--- src/hdl/msp_pkg.sv ---
// Constants and types shared by the multi-mode serial port
package msp_pkg;

  // Register addresses
  localparam logic [15:0] ADDR_CTRL = 16'hFE34;
  localparam logic [15:0] ADDR_BUF  = 16'hFE35;
  localparam logic [15:0] ADDR_BAUD = 16'hFE36;

  // Values after reset
  localparam logic [7:0]  CTRL_RST       = 8'h00;
  localparam logic [8:0]  BUF_RST        = 9'h000;
  localparam logic [7:0]  BAUD_RST       = 8'h00;
  localparam logic        PIN_IDLE_LEVEL = 1'b1;

  // Cycle time and baud multipliers
  localparam int          CLK_NS       = 10;
  localparam int          TCYC_NS      = 10;
  localparam int          TCYC_CLKS    = (TCYC_NS + CLK_NS - 1) / CLK_NS;
  localparam int          SYNC_MULT_SH = 1;
  localparam int          UART_MULT_SH = 3;

  // Bit counter milestones
  localparam logic [3:0]  CNT_LAST_DATA = 4'h7;
  localparam logic [3:0]  CNT_STOP      = 4'h8;

  typedef enum logic [1:0] {
    MODE_SYNC8,
    MODE_UART,
    MODE_MASTER,
    MODE_SLAVE
  } msp_mode_t;

  typedef enum logic [2:0] {
    ST_IDLE,
    ST_START,
    ST_BITS,
    ST_NINTH,
    ST_HOLD,
    ST_RELEASE
  } msp_state_t;

  typedef struct packed {
    msp_mode_t modeSelect;
    logic      runningFlag;
    logic      receiveSelect;
    logic      bitOrderSelect;
    logic      overrunFlag;
    logic      transferEndFlag;
    logic      endInterruptEnable;
  } msp_ctrl_t;

  typedef struct packed {
    logic clkOut;
    logic clkOe;
    logic datOut;
    logic datOe;
  } msp_pin_t;

  // Both lines released
  localparam msp_pin_t PINS_IDLE = 4'hA;

endpackage : msp_pkg

--- src/hdl/msp_edge_detect.sv ---
`timescale 1ns/10ps
// Edge detector for one serial pin
module msp_edge_detect #(
  parameter logic RST_LEVEL = msp_pkg::PIN_IDLE_LEVEL
) (
  // Clock and reset
  input  wire logic sys_clk,
  input  wire logic rst_n,
  // Pin
  input  wire logic sigIn,
  // Level of the previous cycle and edges
  output      logic level,
  output      logic rise,
  output      logic fall
);

  assign rise = sigIn & ~level;
  assign fall = ~sigIn & level;

  always_ff @(posedge sys_clk or negedge rst_n) begin
    if (!rst_n) begin
      level <= RST_LEVEL;
    end else begin
      level <= sigIn;
    end
  end

endmodule : msp_edge_detect

--- src/hdl/msp_baud_gen.sv ---
`timescale 1ns/10ps
// Baud-rate tick generator for the serial port
module msp_baud_gen #(
  parameter int CNT_W = 12
) (
  // Clock and reset
  input  wire logic       sys_clk,
  input  wire logic       rst_n,
  // Control
  input  wire logic [7:0] reload,
  input  wire logic       uartMode,
  input  wire logic       enable,
  input  wire logic       restart,
  input  wire logic       restartHalf,
  // One-cycle tick per baud period
  output      logic       tick
);

  logic [CNT_W-1:0] unitCnt;
  logic [CNT_W-1:0] period;
  logic [CNT_W-1:0] cnt;
  logic             reloadNow;

  assign unitCnt   = CNT_W'((int'(reload) + 1) * msp_pkg::TCYC_CLKS);
  assign period    = uartMode ? (unitCnt << msp_pkg::UART_MULT_SH)
                              : (unitCnt << msp_pkg::SYNC_MULT_SH);
  assign reloadNow = restart | restartHalf | ~enable;

  always_ff @(posedge sys_clk or negedge rst_n) begin
    if (!rst_n) begin
      cnt  <= '0;
      tick <= 1'b0;
    end else if (reloadNow) begin
      // One less, so the first period after a restart is as long as the rest
      cnt  <= (restartHalf ? (period >> 1) : period) - CNT_W'(1);
      tick <= 1'b0;
    end else if (cnt <= CNT_W'(1)) begin
      cnt  <= period;
      tick <= 1'b1;
    end else begin
      cnt  <= cnt - CNT_W'(1);
      tick <= 1'b0;
    end
  end

endmodule : msp_baud_gen

--- src/hdl/msp_serial_port.sv ---
`timescale 1ns/10ps
// Multi-mode serial port: registers, transfer engine and pin drivers
module msp_serial_port (
  // Clock and reset
  input  wire logic              sys_clk,
  input  wire logic              rst_n,
  // Register port
  input  wire logic [15:0]       regAddr,
  input  wire logic [8:0]        regWdata,
  input  wire logic              regWr,
  input  wire logic              regRd,
  output      logic [8:0]        regRdata,
  // Serial pins
  input  wire logic              clkIn,
  input  wire logic              datIn,
  output      msp_pkg::msp_pin_t pinOut,
  // Interrupt request
  output      logic              irqReq
);

  msp_pkg::msp_ctrl_t  ctrl;
  msp_pkg::msp_ctrl_t  next_ctrl;
  msp_pkg::msp_ctrl_t  wrVal;
  msp_pkg::msp_ctrl_t  baseCtrl;
  msp_pkg::msp_state_t state;
  msp_pkg::msp_state_t next_state;
  msp_pkg::msp_pin_t   next_pins;
  msp_pkg::msp_mode_t  modeNow;
  logic [8:0]          sbuf;
  logic [8:0]          next_sbuf;
  logic [7:0]          baud;
  logic [7:0]          shiftReg;
  logic [7:0]          next_shift;
  logic [7:0]          shiftIn;
  logic [7:0]          byteVal;
  logic [3:0]          bitCnt;
  logic [3:0]          next_bitCnt;
  logic [8:0]          relCnt;
  logic [8:0]          next_relCnt;
  logic [8:0]          relLoad;
  logic [8:0]          rdMux;
  logic                selCtrl;
  logic                selBuf;
  logic                selBaud;
  logic                wrCtrl;
  logic                wrBuf;
  logic                wrBaud;
  logic                isSync;
  logic                isUart;
  logic                isMaster;
  logic                isSlave;
  logic                isBus;
  logic                outBit;
  logic                nxtOut;
  logic                bufOut;
  logic                txDrive;
  logic                clkLvl;
  logic                clkRise;
  logic                clkFall;
  logic                datLvl;
  logic                datRise;
  logic                datFall;
  logic                busHigh;
  logic                startCond;
  logic                stopCond;
  logic                swStart;
  logic                uartRxStart;
  logic                bgEnable;
  logic                bgRestart;
  logic                tick;
  logic                hwSetRun;
  logic                hwClrRun;
  logic                hwEnd;
  logic                hwOvr;
  logic                loadByte;
  logic                loadNinth;

  // Address decode and read selection
  assign selCtrl = (regAddr == msp_pkg::ADDR_CTRL);
  assign selBuf  = (regAddr == msp_pkg::ADDR_BUF);
  assign selBaud = (regAddr == msp_pkg::ADDR_BAUD);
  assign wrCtrl  = regWr & selCtrl;
  assign wrBuf   = regWr & selBuf;
  assign wrBaud  = regWr & selBaud;
  assign wrVal   = msp_pkg::msp_ctrl_t'(regWdata[7:0]);
  assign rdMux   = selCtrl ? {1'b0, ctrl} :
                   selBuf  ? sbuf :
                   selBaud ? {1'b0, baud} : 9'h000;

  // Mode decode
  assign isSync   = (ctrl.modeSelect == msp_pkg::MODE_SYNC8);
  assign isUart   = (ctrl.modeSelect == msp_pkg::MODE_UART);
  assign isMaster = (ctrl.modeSelect == msp_pkg::MODE_MASTER);
  assign isSlave  = (ctrl.modeSelect == msp_pkg::MODE_SLAVE);
  // A control write that starts a transfer also picks its mode
  assign modeNow  = wrCtrl ? wrVal.modeSelect : ctrl.modeSelect;
  assign isBus    = (modeNow == msp_pkg::MODE_MASTER) | (modeNow == msp_pkg::MODE_SLAVE);

  // Shift path in the selected bit order
  assign outBit  = ctrl.bitOrderSelect ? shiftReg[7] : shiftReg[0];
  assign shiftIn = ctrl.bitOrderSelect ? {shiftReg[6:0], datIn}
                                       : {datIn, shiftReg[7:1]};
  assign nxtOut  = ctrl.bitOrderSelect ? shiftIn[7] : shiftIn[0];
  assign bufOut  = ctrl.bitOrderSelect ? sbuf[7] : sbuf[0];
  assign txDrive = ~ctrl.receiveSelect & ctrl.runningFlag;

  // Bus conditions: data edge while the clock stays high
  assign busHigh   = clkIn & clkLvl;
  assign startCond = datFall & busHigh;
  assign stopCond  = datRise & busHigh;

  // Transfer starts
  assign swStart     = wrCtrl & wrVal.runningFlag & ~ctrl.runningFlag;
  assign uartRxStart = isUart & ctrl.receiveSelect & datFall
                     & (state == msp_pkg::ST_IDLE);

  // Baud generator control
  assign bgEnable  = (state != msp_pkg::ST_IDLE) & ~isSlave;
  assign bgRestart = wrBaud | swStart;
  assign relLoad   = 9'((int'(baud) + 1) * msp_pkg::TCYC_CLKS);

  // Overrun sources
  assign hwOvr = (clkFall & ~ctrl.runningFlag & ~isUart)
               | (hwEnd & ctrl.transferEndFlag & ~isSync)
               | (isSlave & startCond);

  msp_edge_detect u_clkEdge (
    .sys_clk (sys_clk),
    .rst_n   (rst_n),
    .sigIn   (clkIn),
    .level   (clkLvl),
    .rise    (clkRise),
    .fall    (clkFall)
  );

  msp_edge_detect u_datEdge (
    .sys_clk (sys_clk),
    .rst_n   (rst_n),
    .sigIn   (datIn),
    .level   (datLvl),
    .rise    (datRise),
    .fall    (datFall)
  );

  msp_baud_gen u_baud (
    .sys_clk     (sys_clk),
    .rst_n       (rst_n),
    .reload      (baud),
    .uartMode    (modeNow == msp_pkg::MODE_UART),
    .enable      (bgEnable),
    .restart     (bgRestart),
    .restartHalf (uartRxStart),
    .tick        (tick)
  );

  // Transfer engine
  always_comb begin
    next_state  = state;
    next_shift  = shiftReg;
    next_bitCnt = bitCnt;
    next_pins   = pinOut;
    next_relCnt = relCnt;
    hwSetRun    = 1'b0;
    hwClrRun    = 1'b0;
    hwEnd       = 1'b0;
    loadByte    = 1'b0;
    loadNinth   = 1'b0;
    byteVal     = shiftIn;
    case (state)
      msp_pkg::ST_IDLE: begin
        next_pins   = msp_pkg::PINS_IDLE;
        next_bitCnt = 4'h0;
        next_shift  = sbuf[7:0];
        if (uartRxStart) begin
          hwSetRun   = 1'b1;
          next_state = msp_pkg::ST_BITS;
        end else if (swStart && modeNow == msp_pkg::MODE_MASTER) begin
          next_pins.datOe = 1'b1;
          next_state      = msp_pkg::ST_START;
        end else if (swStart && modeNow == msp_pkg::MODE_UART) begin
          next_pins.datOut = 1'b0;
          next_pins.datOe  = ~wrVal.receiveSelect;
          next_state       = msp_pkg::ST_BITS;
        end else if (swStart && modeNow == msp_pkg::MODE_SYNC8) begin
          next_pins.clkOe = 1'b1;
          next_pins.datOe = ~wrVal.receiveSelect;
          next_state      = msp_pkg::ST_BITS;
        end
      end
      msp_pkg::ST_START: begin
        if ((isMaster && tick) || (isSlave && clkFall)) begin
          next_pins.clkOe = isMaster;
          next_pins.datOe = txDrive & ~outBit;
          next_state      = msp_pkg::ST_BITS;
        end
      end
      msp_pkg::ST_BITS: begin
        if (isSync) begin
          if (tick && pinOut.clkOut) begin
            next_pins.clkOut = 1'b0;
            next_pins.datOut = outBit;
          end else if (tick) begin
            next_pins.clkOut = 1'b1;
            next_shift       = shiftIn;
            next_bitCnt      = bitCnt + 4'h1;
            if (bitCnt == msp_pkg::CNT_LAST_DATA) begin
              loadByte   = 1'b1;
              hwEnd      = 1'b1;
              hwClrRun   = 1'b1;
              next_state = msp_pkg::ST_IDLE;
            end
          end
        end else if (isUart) begin
          if (tick) begin
            next_bitCnt = bitCnt + 4'h1;
            if (bitCnt == 4'h0) begin
              next_pins.datOut = outBit;
            end else if (bitCnt < msp_pkg::CNT_STOP) begin
              next_shift       = shiftIn;
              next_pins.datOut = nxtOut;
            end else if (bitCnt == msp_pkg::CNT_STOP) begin
              next_shift       = shiftIn;
              next_pins.datOut = 1'b1;
              loadByte         = 1'b1;
            end else begin
              loadNinth  = 1'b1;
              hwEnd      = 1'b1;
              hwClrRun   = 1'b1;
              next_state = msp_pkg::ST_IDLE;
            end
          end
        end else if (isMaster) begin
          if (tick && pinOut.clkOe) begin
            next_pins.clkOe = 1'b0;
          end else if (tick && clkIn) begin
            next_pins.clkOe = 1'b1;
            next_bitCnt     = bitCnt + 4'h1;
            if (bitCnt < msp_pkg::CNT_LAST_DATA) begin
              next_shift      = shiftIn;
              next_pins.datOe = txDrive & ~nxtOut;
            end else if (bitCnt == msp_pkg::CNT_LAST_DATA) begin
              next_shift      = shiftIn;
              loadByte        = 1'b1;
              next_pins.datOe = ctrl.receiveSelect & ~sbuf[8];
            end else begin
              loadNinth       = 1'b1;
              hwEnd           = 1'b1;
              next_pins.datOe = 1'b0;
              next_state      = msp_pkg::ST_HOLD;
            end
          end
        end else begin
          if (clkRise) begin
            next_shift = shiftIn;
          end else if (clkFall) begin
            next_bitCnt     = bitCnt + 4'h1;
            next_pins.datOe = txDrive & ~outBit;
            if (bitCnt == msp_pkg::CNT_LAST_DATA) begin
              next_pins.clkOe = 1'b1;
              next_pins.datOe = 1'b0;
              byteVal         = shiftReg;
              loadByte        = 1'b1;
              hwEnd           = 1'b1;
              next_state      = msp_pkg::ST_HOLD;
            end
          end
        end
      end
      msp_pkg::ST_HOLD: begin
        if (!ctrl.runningFlag) begin
          next_pins  = msp_pkg::PINS_IDLE;
          next_state = msp_pkg::ST_IDLE;
        end else if (!ctrl.transferEndFlag) begin
          next_shift  = sbuf[7:0];
          next_bitCnt = 4'h0;
          if (isMaster) begin
            next_pins.datOe = txDrive & ~bufOut;
            next_state      = msp_pkg::ST_BITS;
          end else begin
            next_pins.datOe = ctrl.receiveSelect & ~sbuf[8];
            next_relCnt     = relLoad;
            next_state      = msp_pkg::ST_RELEASE;
          end
        end
      end
      msp_pkg::ST_RELEASE: begin
        if (relCnt <= 9'h001) begin
          next_pins.clkOe = 1'b0;
          next_state      = msp_pkg::ST_NINTH;
        end else begin
          next_relCnt = relCnt - 9'h001;
        end
      end
      msp_pkg::ST_NINTH: begin
        if (clkRise) begin
          loadNinth = 1'b1;
          if (!ctrl.receiveSelect && datIn) begin
            // No acknowledge from the master ends slave transmission
            hwClrRun   = 1'b1;
            next_pins  = msp_pkg::PINS_IDLE;
            next_state = msp_pkg::ST_IDLE;
          end
        end else if (clkFall) begin
          next_bitCnt     = 4'h0;
          next_pins.datOe = txDrive & ~outBit;
          next_state      = msp_pkg::ST_BITS;
        end
      end
      default: begin
        next_state = msp_pkg::ST_IDLE;
      end
    endcase
    // Bus conditions override any slave phase
    if (isSlave && startCond) begin
      hwSetRun    = ctrl.receiveSelect;
      next_bitCnt = 4'h0;
      next_shift  = sbuf[7:0];
      next_pins   = msp_pkg::PINS_IDLE;
      next_state  = msp_pkg::ST_START;
    end else if (isSlave && stopCond) begin
      hwClrRun   = 1'b1;
      hwEnd      = 1'b1;
      next_pins  = msp_pkg::PINS_IDLE;
      next_state = msp_pkg::ST_IDLE;
    end
    // Open-drain lines only ever pull low
    if (isBus) begin
      next_pins.clkOut = 1'b0;
      next_pins.datOut = 1'b0;
    end
  end

  // Control register: hardware sets win over software clears
  assign baseCtrl = wrCtrl ? wrVal : ctrl;

  always_comb begin
    next_ctrl                 = baseCtrl;
    next_ctrl.runningFlag     = hwSetRun | (baseCtrl.runningFlag & ~hwClrRun);
    next_ctrl.overrunFlag     = baseCtrl.overrunFlag | hwOvr;
    next_ctrl.transferEndFlag = baseCtrl.transferEndFlag | hwEnd;
  end

  // Buffer: hardware loads win over a software write
  always_comb begin
    next_sbuf = wrBuf ? regWdata : sbuf;
    if (loadByte) begin
      next_sbuf[7:0] = byteVal;
    end
    if (loadNinth && !isSync) begin
      next_sbuf[8] = datIn;
    end
  end

  always_ff @(posedge sys_clk or negedge rst_n) begin
    if (!rst_n) begin
      ctrl     <= msp_pkg::msp_ctrl_t'(msp_pkg::CTRL_RST);
      sbuf     <= msp_pkg::BUF_RST;
      baud     <= msp_pkg::BAUD_RST;
      state    <= msp_pkg::ST_IDLE;
      shiftReg <= 8'h00;
      bitCnt   <= 4'h0;
      relCnt   <= 9'h000;
      pinOut   <= msp_pkg::PINS_IDLE;
      regRdata <= 9'h000;
      irqReq   <= 1'b0;
    end else begin
      ctrl     <= next_ctrl;
      sbuf     <= next_sbuf;
      baud     <= wrBaud ? regWdata[7:0] : baud;
      state    <= next_state;
      shiftReg <= next_shift;
      bitCnt   <= next_bitCnt;
      relCnt   <= next_relCnt;
      pinOut   <= next_pins;
      regRdata <= regRd ? rdMux : 9'h000;
      irqReq   <= next_ctrl.endInterruptEnable & next_ctrl.transferEndFlag;
    end
  end

endmodule : msp_serial_port

--- config.mk ---
export PLATFORM = sky130hd
export DESIGN_NAME = msp_serial_port
export DESIGN_NICKNAME = d
export VERILOG_FILES = /design/src/hdl/msp_pkg.sv /design/src/hdl/msp_edge_detect.sv /design/src/hdl/msp_baud_gen.sv /design/src/hdl/msp_serial_port.sv
export SDC_FILE = /design/constraint.sdc
export NUM_CORES = 1
export LEC_CHECK = 0
export ABC_AREA = 1
export BUFFER_PORTS_ARGS = -buffer_cell sky130_fd_sc_hd__buf_2
export CELL_PAD_IN_SITES_DETAIL_PLACEMENT = 2
export CELL_PAD_IN_SITES_GLOBAL_PLACEMENT = 2
export CORE_AREA = 2 2 142 144
export DETAILED_ROUTE_END_ITERATION = 8
export DIE_AREA = 0 0 144 146
export PLACE_DENSITY_LB_ADDON = 0.1
export SLEW_MARGIN = 0
export SYNTH_ARGS = -nofsm -noshare
export SYNTH_HDL_FRONTEND = slang
export SYNTH_HIERARCHICAL = 1
export SYNTH_SLANG_ARGS = --single-unit
--- constraint.sdc ---
create_clock -name sys_clk -period 4.1 [get_ports sys_clk]
set_clock_uncertainty 0.05 [all_clocks]
set_input_delay 0.205 -clock sys_clk [delete_from_list [all_inputs] [get_ports sys_clk]]
set_output_delay 0.205 -clock sys_clk [all_outputs]
set_load 0.05 [all_outputs]
==> impl_metrics.env, run 1 <==
export IMPL_status="completed"
export IMPL_nNetsFinal=1085
export IMPL_start_kind="register"
export IMPL_clk_path_buf_depth=2
export IMPL_synth_xor_area_frac=0.0183
export IMPL_first_pass_iters=4
export IMPL_final_common_cell="nand2_1"
export IMPL_synth_area_leaders="dfrtp_1 28%, nand2_1 14%, nand3_1 7.3%"
export IMPL_worstPathRequired_ps=4330
export IMPL_dieWidth_um=144
export IMPL_yosysSeqAreaShare=0.293
export IMPL_synth_top_family_by_area="simple AND/OR/NAND/NOR gates"
export IMPL_cts_tree="yes"
export IMPL_layout_drive_gt1_share=0.160
export IMPL_ys_warn_count=6
export IMPL_overflow=0
export IMPL_ios=45
export IMPL_vias=6876
export IMPL_muxShareOfSynthArea=0
export IMPL_worst_hold_slack_ps=122
export IMPL_ant_nets=0
export IMPL_fmax_mhz=289
export IMPL_p_leak_nw=3.61
export IMPL_yosysTopAreaCellShare=0.277
export IMPL_wirelength_um=24600
export IMPL_synth_seq_cells=78
export IMPL_grt_max_degree=43
export IMPL_die_height_um=146
export IMPL_wl_per_cell_um=18.8
export IMPL_grt_setup_unrepaired="false"
export IMPL_period_share=0.844
export IMPL_synth_area_leader_cell="dfrtp_1"
export IMPL_dp_cells=1291
export IMPL_drt_first_iter_violations=395
export IMPL_r2r_slack_ps=640
export IMPL_tightest_slew_ps=1080
export IMPL_syn_inst=1004
export IMPL_antenna_found_initial=0
export IMPL_ys_types=58
export IMPL_postCtsHoldBufs=3
export IMPL_start_util=0.346
export IMPL_cts_setup_buffers=0
export IMPL_dp_hpwl_um=19200
export IMPL_critPathKind="register to register"
export IMPL_diodes=0
export IMPL_clock_tree_root_cell="clkbuf_16"
export IMPL_cts_buffers=9
export IMPL_grt_pass1_vias=7351
export IMPL_grtUsageTotal=0.243
export IMPL_cts_htree_levels=3
export IMPL_syn_to_final_growth_pct=11.1
export IMPL_syn_num_nets=1049
export IMPL_setup_viol=0
export IMPL_synthFlopType="dfrtp_1"
export IMPL_synthAdderAreaFrac=0.0262
export IMPL_cap_viol_max_count=0
export IMPL_async_flop_share=1.00
export IMPL_synth_compound_area_share=0.158
export IMPL_vdd_drop_max_mv=0.204
export IMPL_slew_headroom=0.275
export IMPL_slew_viol_final=0
export IMPL_syn_area_um2=6690
export IMPL_regArea_um2=1960
export IMPL_dieArea_um2=21000
export IMPL_worst_setup_path_end_kind="register"
export IMPL_mostFrequentLayoutCells="256 x nand2_1, 121 x inv_1, 99 x nor2_1, 98 x nand3_1, 74 x dfrtp_1"
export IMPL_core_um2=19300
export IMPL_power_density_nw_per_um2=420
export IMPL_setup_tns_final_ps=0
export IMPL_grt_first_pass_wirelength_um=40000
export IMPL_io_buffers=44
export IMPL_multiInputGateArea_um2=4020
export IMPL_stdcell_count=1310
export IMPL_worstPathMaxFanout=15
export IMPL_hold_viol_final=0
export IMPL_hp_class="primary input to register"
export IMPL_cts_sinks=78
export IMPL_period_needed_ps=3460
export IMPL_clock_latency_ps=350
export IMPL_synthSimpleGateAreaFrac=0.398
export IMPL_synth_edff_count=0
export IMPL_place_congestion=0.838
export IMPL_drc_errors=0
export IMPL_ctsResizeCount=0
export IMPL_fillers=2388
export IMPL_worstPathArrival_ps=3690
export IMPL_clk_pin_slew_ps=70
export IMPL_avgSynthCellArea_um2=6.66
export IMPL_num_rows=51
export IMPL_vias_per_cell=5.25
[flip-flops by register name (all words and copies together) (netlist names), 3 cells and up]
name and count:
u_baud/cnt 12, ctrl 8, pinOut 4, baud 8, bitCnt 4, regRdata 9
shiftReg 8, sbuf 9, relCnt 9, state 3
[synth_stat cells (all sizes together), types with 2 or more instances]
library cell    n
o22ai           2
nor3           15
o21bai          4
o31ai           4
o221ai          3
a21oi          31
o211ai         16
nand4          12
clkbuf          9
dfrtp          74
buf            21
nand3         120
inv           140
dfstp           4
a31oi           7
ha             14
a32oi           2
o311ai         10
xor2            7
a22oi           5
nor4            5
o21ai          81
or2             4
nand3b          2
nor2          118
xnor2           7
nand2         278
[cell type report]
class	count	area share
inverters	141	0.0712
repair buffers	55	0.0421
clock buffers	11	0.0327
flip-flops and latches	78	0.263
clock inverters	5	0.00539
well taps	265	0.0446
multi-input cells	755	0.541
[stage by stage]
stage / total power, mW / instance area, um2 / util / worst slack [ps]
2_1_floorplan: 1.90 / 6690 / - / 1220
3_3_place_gp: 2.29 / 7120 / 0.368 / 660
3_5_place_dp: 2.31 / 7120 / 0.368 / 675
4_1_cts: 3.15 / 7430 / 0.384 / 630
5_1_grt: 3.34 / 7430 / 0.384 / 220
6_report: 3.12 / 7430 / 0.384 / 640
[path summary, 6_finish.rpt]
| path | startpoint | endpoint | cells past startpoint |
|---|---|---|---|
| max in group asynchronous | rst_n | u_datEdge/level | 3 |
| min | regWdata[8] | sbuf[8] | 3 |
| max reg2reg | ctrl[7] | u_baud/cnt[9] | 15 |
| max | ctrl[7] | u_baud/cnt[9] | 15 |
| min in group asynchronous | rst_n | relCnt[3] | 2 |
| min reg2reg | pinOut[1] | pinOut[1] | 2 |
[routing by layer]
metal / GRT usage / up-vias / part of all wire
li1: - / 3369 / -
met5: 0 / - / 0
met1: 0.313 / 3425 / 0.46
met3: 0.0306 / 25 / 0.021
met2: 0.430 / 57 / 0.50
met4: 0.0515 / 0 / 0.015
[worst max-delay path, stage by stage (launching register included)]
cell and delay (ps):
dfrtp_1 430, inv_1 120, ha_1 230, inv_2 160, nor3_1 110, inv_1 70, nor2_1 50, inv_2 250
nand2_1 110, nor2_2 260, inv_2 190, nor4_2 910, nand3_1 170, o21ai_1 130, inv_1 70, nand2_1 70
[power breakdown]
group          internal (mW)  total [mW]  leakage, nW  switching (mW)
Sequential             0.867       0.983         1.04           0.116
Clock                  0.435       0.814        0.141           0.379
Combinational          0.401        1.33         2.42           0.925
Total                   1.70        3.12         3.61            1.42
[cells by family (layout without fill, tap and decap cells)]
family                   after synthesis  in the layout
adder cells (fa/ha/maj)               14             14
buffers and inverters                171            212
XOR/XNOR                              14             14
AO/OA/AOI/OAI                        171            171
AND/OR/NAND/NOR                      556            556
flip-flops                            78             78
Power figures use the tool's default switching activity.
==> run 2, diff against run 1 <==
==> constraint.sdc (replaced) <==
create_clock -name sys_clk -period 3.3 [get_ports sys_clk]
set_clock_uncertainty 0.05 [all_clocks]
set_input_delay 0.165 -clock sys_clk [delete_from_list [all_inputs] [get_ports sys_clk]]
set_output_delay 0.165 -clock sys_clk [all_outputs]
set_load 0.05 [all_outputs]
==> impl_metrics.env, run 2 (synthesis results as in run 1) <==
export IMPL_vias_per_cell=5.34
export IMPL_clk_path_buf_depth=2
export IMPL_met2_usage=0.454
export IMPL_cpLargestDelayFamily="simple AND/OR/NAND/NOR gates"
export IMPL_holdPathStages=3
export IMPL_power_total_mw=3.92
export IMPL_start_util=0.346
export IMPL_top_usage_layer="met2"
export IMPL_clockPowerShare=0.266
export IMPL_worstPathMaxFanout=15
export IMPL_cp_slowest_cell="dfrtp_1"
export IMPL_place_congestion=0.871
export IMPL_fin_ws_ps=371
export IMPL_internal_power_mw=2.18
export IMPL_grtUsageTotal=0.255
export IMPL_grt_setup_unrepaired="false"
export IMPL_stdcell_count=1317
export IMPL_num_rows=51
export IMPL_setup_viol=0
export IMPL_core_um2=19300
export IMPL_first_pass_iters=5
export IMPL_ant_nets=0
export IMPL_mostFrequentLayoutCells="256 x nand2_1, 121 x inv_1, 99 x nor2_1, 98 x nand3_1, 74 x dfrtp_1"
export IMPL_max_stage_delay_ps=420
export IMPL_vias=7027
export IMPL_hold_viol_final=0
export IMPL_p_leak_nw=3.64
export IMPL_dp_hpwl_um=20200
export IMPL_grt_pass1_vias=7743
export IMPL_die_height_um=146
export IMPL_rr_endpoint="u_baud/cnt[8]"
export IMPL_vdd_drop_max_mv=0.255
export IMPL_grt_first_pass_wirelength_um=41800
export IMPL_worstPathArrival_ps=3120
export IMPL_rr_startpoint="ctrl[7]"
export IMPL_dieArea_um2=21000
export IMPL_nNetsFinal=1093
export IMPL_dieWidth_um=144
export IMPL_grt_max_degree=61
export IMPL_clock_latency_ps=360
export IMPL_largest_reg_flops=12
export IMPL_min_from="regWdata[8]"
export IMPL_cp_cell_sequence="inv_1 > ha_1 > inv_2 > nor3_2 > inv_1 > nor2_1 > inv_2 > nor2_1 > inv_1 > ha_1 > a21boi_4 > nand3_4 > nor2_8 > nand2_1 > nand2_1 > nand3_1 > nand2_1"
export IMPL_dp_cells=1299
export IMPL_diodes=0
export IMPL_worstRegToRegCells=17
export IMPL_gr_usage_met1=0.323
export IMPL_hp_class="primary input to register"
export IMPL_cap_viol_max_count=0
export IMPL_power_density_nw_per_um2=522
export IMPL_drc_errors=0
export IMPL_cts_buffers=9
export IMPL_seq_power_share=0.306
export IMPL_slew_headroom=0.360
export IMPL_worst_setup_path_end_kind="register"
export IMPL_start_kind="register"
export IMPL_clock_tree_root_cell="clkbuf_16"
export IMPL_clk_pin_slew_ps=70
export IMPL_fillers=2417
export IMPL_wirelength_um=25600
export IMPL_r2r_slack_ps=370
export IMPL_antenna_found_initial=0
export IMPL_p_comb_frac=0.428
export IMPL_wl_per_cell_um=19.5
export IMPL_post_place_ws_ps=308
export IMPL_multiInputGateArea_um2=4020
export IMPL_io_buffers=44
export IMPL_drt_first_iter_violations=326
export IMPL_final_common_cell="nand2_1"
export IMPL_path_buf_inv=5
export IMPL_critPathKind="register to register"
export IMPL_ios=45
export IMPL_fmax_mhz=341
export IMPL_regArea_um2=1960
export IMPL_holdPathEnd="sbuf[8]"
export IMPL_setup_tns_final_ps=0
export IMPL_layout_drive_gt1_share=0.166
export IMPL_period_share=0.888
export IMPL_worstPathRequired_ps=3490
export IMPL_top_register="u_baud/cnt"
export IMPL_stdcell_area_um2=7500
export IMPL_cts_htree_levels=3
export IMPL_swShare=0.445
export IMPL_p_sw_mw=1.74
export IMPL_overflow=0
export IMPL_tightest_slew_ps=957
export IMPL_period_needed_ps=2930
export IMPL_placed_area_um2=7180
export IMPL_met3_usage=0.0220
export IMPL_slew_viol_final=0
export IMPL_status="completed"
export IMPL_cts_sinks=78
export IMPL_syn_to_final_growth_pct=12.2
export IMPL_post_route_util=0.388
export IMPL_worst_hold_slack_ps=75.2
export IMPL_cts_tree="yes"
==> run 2: worst max path at each step <==
stage,to,startpoint,slack (ps),cells past startpoint
2_1_floorplan,u_baud/cnt[8],ctrl[7],420,18
3_3_place_gp,u_baud/cnt[9],regAddr[3],420,21
3_5_place_dp,u_baud/cnt[8],regAddr[8],310,21
4_1_cts,u_baud/cnt[10],ctrl[7],240,17
5_1_grt,u_baud/cnt[10],ctrl[7],140,17
6_report,u_baud/cnt[8],ctrl[7],370,17
==> run 2: cell type report <==
type,instances,share of cell area
multi-input combinational,755,0.536
clock inverter,5,0.00817
tap,265,0.0442
clock buffer,10,0.0305
sequential,78,0.261
timing repair buffer,63,0.0497
inverter,141,0.0705
==> run 2: timing repair <==
item | 4_1_cts | 5_1_grt
hold buffers | 3 | 0
setup endpoints to repair | 0 | 3
buffers inserted | 0 | 0
endpoints found under the hold margin | 57 | 0
gates resized for setup | 0 | 1
==> run 2: metal layers <==
metal	up-vias	routed length, um
met2	74	13300
met3	33	512
met4	0	524
met5	-	0
li1	3384	-
met1	3536	11300
==> run 2: tightest hold or removal path: stages <==
cell,delay (ps)
buf_2,100
nand4_1,90
o211ai_1,90
==> run 2: power groups by stage <==
stage | logic (mW) | clock network [mW] | registers [mW]
finish | 1.67 | 1.04 | 1.20
CTS | 1.69 | 1.08 | 1.20
global placement | 1.63 | 0 | 1.21
global route | 1.89 | 1.10 | 1.22
detailed placement | 1.67 | 0 | 1.22
floorplan | 1.16 | 0 | 1.21
==> run 3, diff against run 2 <==
--- a/config.mk
+++ b/config.mk
@@ -13,6 +13,7 @@
 export DETAILED_ROUTE_END_ITERATION = 8
 export DIE_AREA = 0 0 144 146
 export PLACE_DENSITY_LB_ADDON = 0.1
+export REMOVE_ABC_BUFFERS = 1
 export SLEW_MARGIN = 0
 export SYNTH_ARGS = -nofsm -noshare
 export SYNTH_HDL_FRONTEND = slang
==> impl_metrics.env, run 3 (synthesis results as in run 1) <==
export IMPL_die_height_um=146
export IMPL_place_congestion=0.844
export IMPL_power_total_mw=4.05
export IMPL_multiInputGateArea_um2=4030
export IMPL_cpLargestDelayFamily="buffers and inverters"
export IMPL_regArea_um2=1960
export IMPL_clock_tree_root_cell="clkbuf_16"
export IMPL_cp_cell_sequence="inv_1 > ha_1 > inv_2 > nor3_4 > inv_1 > nor2_1 > buf_4 > inv_2 > nand2_1 > nor2_2 > inv_2 > nor4_2 > buf_4 > nand3_1 > o21ai_1 > inv_1 > nand2_1"
export IMPL_worstPathMaxFanout=15
export IMPL_syn_to_final_growth_pct=13.4
export IMPL_grtUsageTotal=0.252
export IMPL_nNetsFinal=1098
export IMPL_cts_tree="yes"
export IMPL_dp_hpwl_um=19800
export IMPL_cts_sinks=78
export IMPL_clock_latency_ps=360
export IMPL_wl_per_cell_um=19.0
export IMPL_grt_first_pass_wirelength_um=41600
export IMPL_final_common_cell="nand2_1"
export IMPL_path_buf_inv=8
export IMPL_stdcell_count=1322
export IMPL_p_leak_nw=3.70
export IMPL_cp_slowest_cell="dfrtp_1"
export IMPL_slew_viol_final=0
export IMPL_worstPathArrival_ps=3280
export IMPL_cts_buffers=9
export IMPL_first_pass_iters=6
export IMPL_setup_viol=0
export IMPL_post_route_util=0.392
export IMPL_antenna_found_initial=0
export IMPL_vdd_drop_max_mv=0.270
export IMPL_num_rows=51
export IMPL_dieArea_um2=21000
export IMPL_cts_setup_buffers=0
export IMPL_ant_nets=0
export IMPL_worst_setup_path_end_kind="register"
export IMPL_hp_class="primary input to register"
export IMPL_layout_drive_gt1_share=0.171
export IMPL_drt_first_iter_violations=335
export IMPL_setup_tns_final_ps=0
export IMPL_grt_pass1_vias=7715
export IMPL_grt_setup_unrepaired="true"
export IMPL_top_register="u_baud/cnt"
export IMPL_vias_per_cell=5.24
export IMPL_clk_path_buf_depth=2
export IMPL_power_density_nw_per_um2=535
export IMPL_status="completed"
export IMPL_dieWidth_um=144
export IMPL_drc_errors=0
export IMPL_largest_reg_flops=12
export IMPL_overflow=0
export IMPL_max_stage_delay_ps=410
export IMPL_grt_max_degree=41
export IMPL_io_buffers=44
export IMPL_cap_viol_max_count=0
export IMPL_worst_hold_slack_ps=61.6
export IMPL_hold_viol_final=0
export IMPL_fillers=2420
export IMPL_vias=6933
export IMPL_dp_cells=1304
export IMPL_fmax_mhz=329
export IMPL_start_kind="register"
export IMPL_core_um2=19300
export IMPL_mostFrequentLayoutCells="256 x nand2_1, 121 x inv_1, 99 x nor2_1, 98 x nand3_1, 74 x dfrtp_1"
export IMPL_ios=45
export IMPL_worstPathRequired_ps=3540
export IMPL_period_share=0.921
export IMPL_tightest_slew_ps=650
export IMPL_period_needed_ps=3040
export IMPL_clk_pin_slew_ps=70
export IMPL_critPathKind="register to register"
export IMPL_start_util=0.346
export IMPL_slew_headroom=0.566
export IMPL_cts_htree_levels=3
export IMPL_wirelength_um=25100
export IMPL_diodes=0
## run 3: changes by cell type in the layout (fill, tap and decap cells not counted)
cell,previous run,this run
clkbuf_8,0,1
nor3_4,0,1
clkbuf_1,1,0
nor3_2,4,3
clkinvlp_4,3,2
bufinv_16,1,2
buf_4,17,22
## run 3: where the power goes
part | total [mW] | internal (mW) | leakage [nW] | switching (mW)
clock | 1.14 | 0.682 | 0.151 | 0.463
sequential | 1.22 | 1.08 | 1.04 | 0.141
combinational | 1.69 | 0.524 | 2.50 | 1.16
## run 3: final cells by class
type,instances,share of cell area
clock inverters,5,0.0111
multi-input cells,755,0.531
flip-flops and latches,78,0.258
repair buffers,68,0.0542
well taps,265,0.0438
inverters,141,0.0698
clock buffers,10,0.0315
## run 3: timing repair
action | CTS | global route
setup endpoints to repair | 0 | 6
endpoints found under the hold margin | 38 | 0
resized for setup | 0 | 2
hold buffers | 3 | 0
## run 3: layer usage
metal,global-route usage,part of all wire
met5,0,0
met4,0.0593,0.014
met3,0.0299,0.017
met2,0.445,0.51
met1,0.325,0.46
## run 3: path summary, 6_finish.rpt
path | start | endpoint | slack (ps) | cells after the start
worst max-delay path | ctrl[7] | u_baud/cnt[9] | 260 | 17
worst min-delay path | regWdata[2] | ctrl[2] | 60 | 3
worst max register to register | ctrl[7] | u_baud/cnt[9] | 260 | 17
worst min register to register | pinOut[1] | pinOut[1] | 410 | 2
max in group asynchronous | rst_n | pinOut[3] | 2130 | 3
min in group asynchronous | rst_n | regRdata[1] | 290 | 2
## run 3: worst min-delay path, cell delays in order
cell and delay (ps):
buf_2 100, nand3_1 80, nand4_1 90
## run 3: through the flow
step | cell area, um2 | worst slack, ps
global placement | 7210 | 376
CTS | 7570 | 184
global route | 7580 | -20.8
finish | 7580 | 259
floorplan | 6500 | -281
detailed placement | 7210 | 291
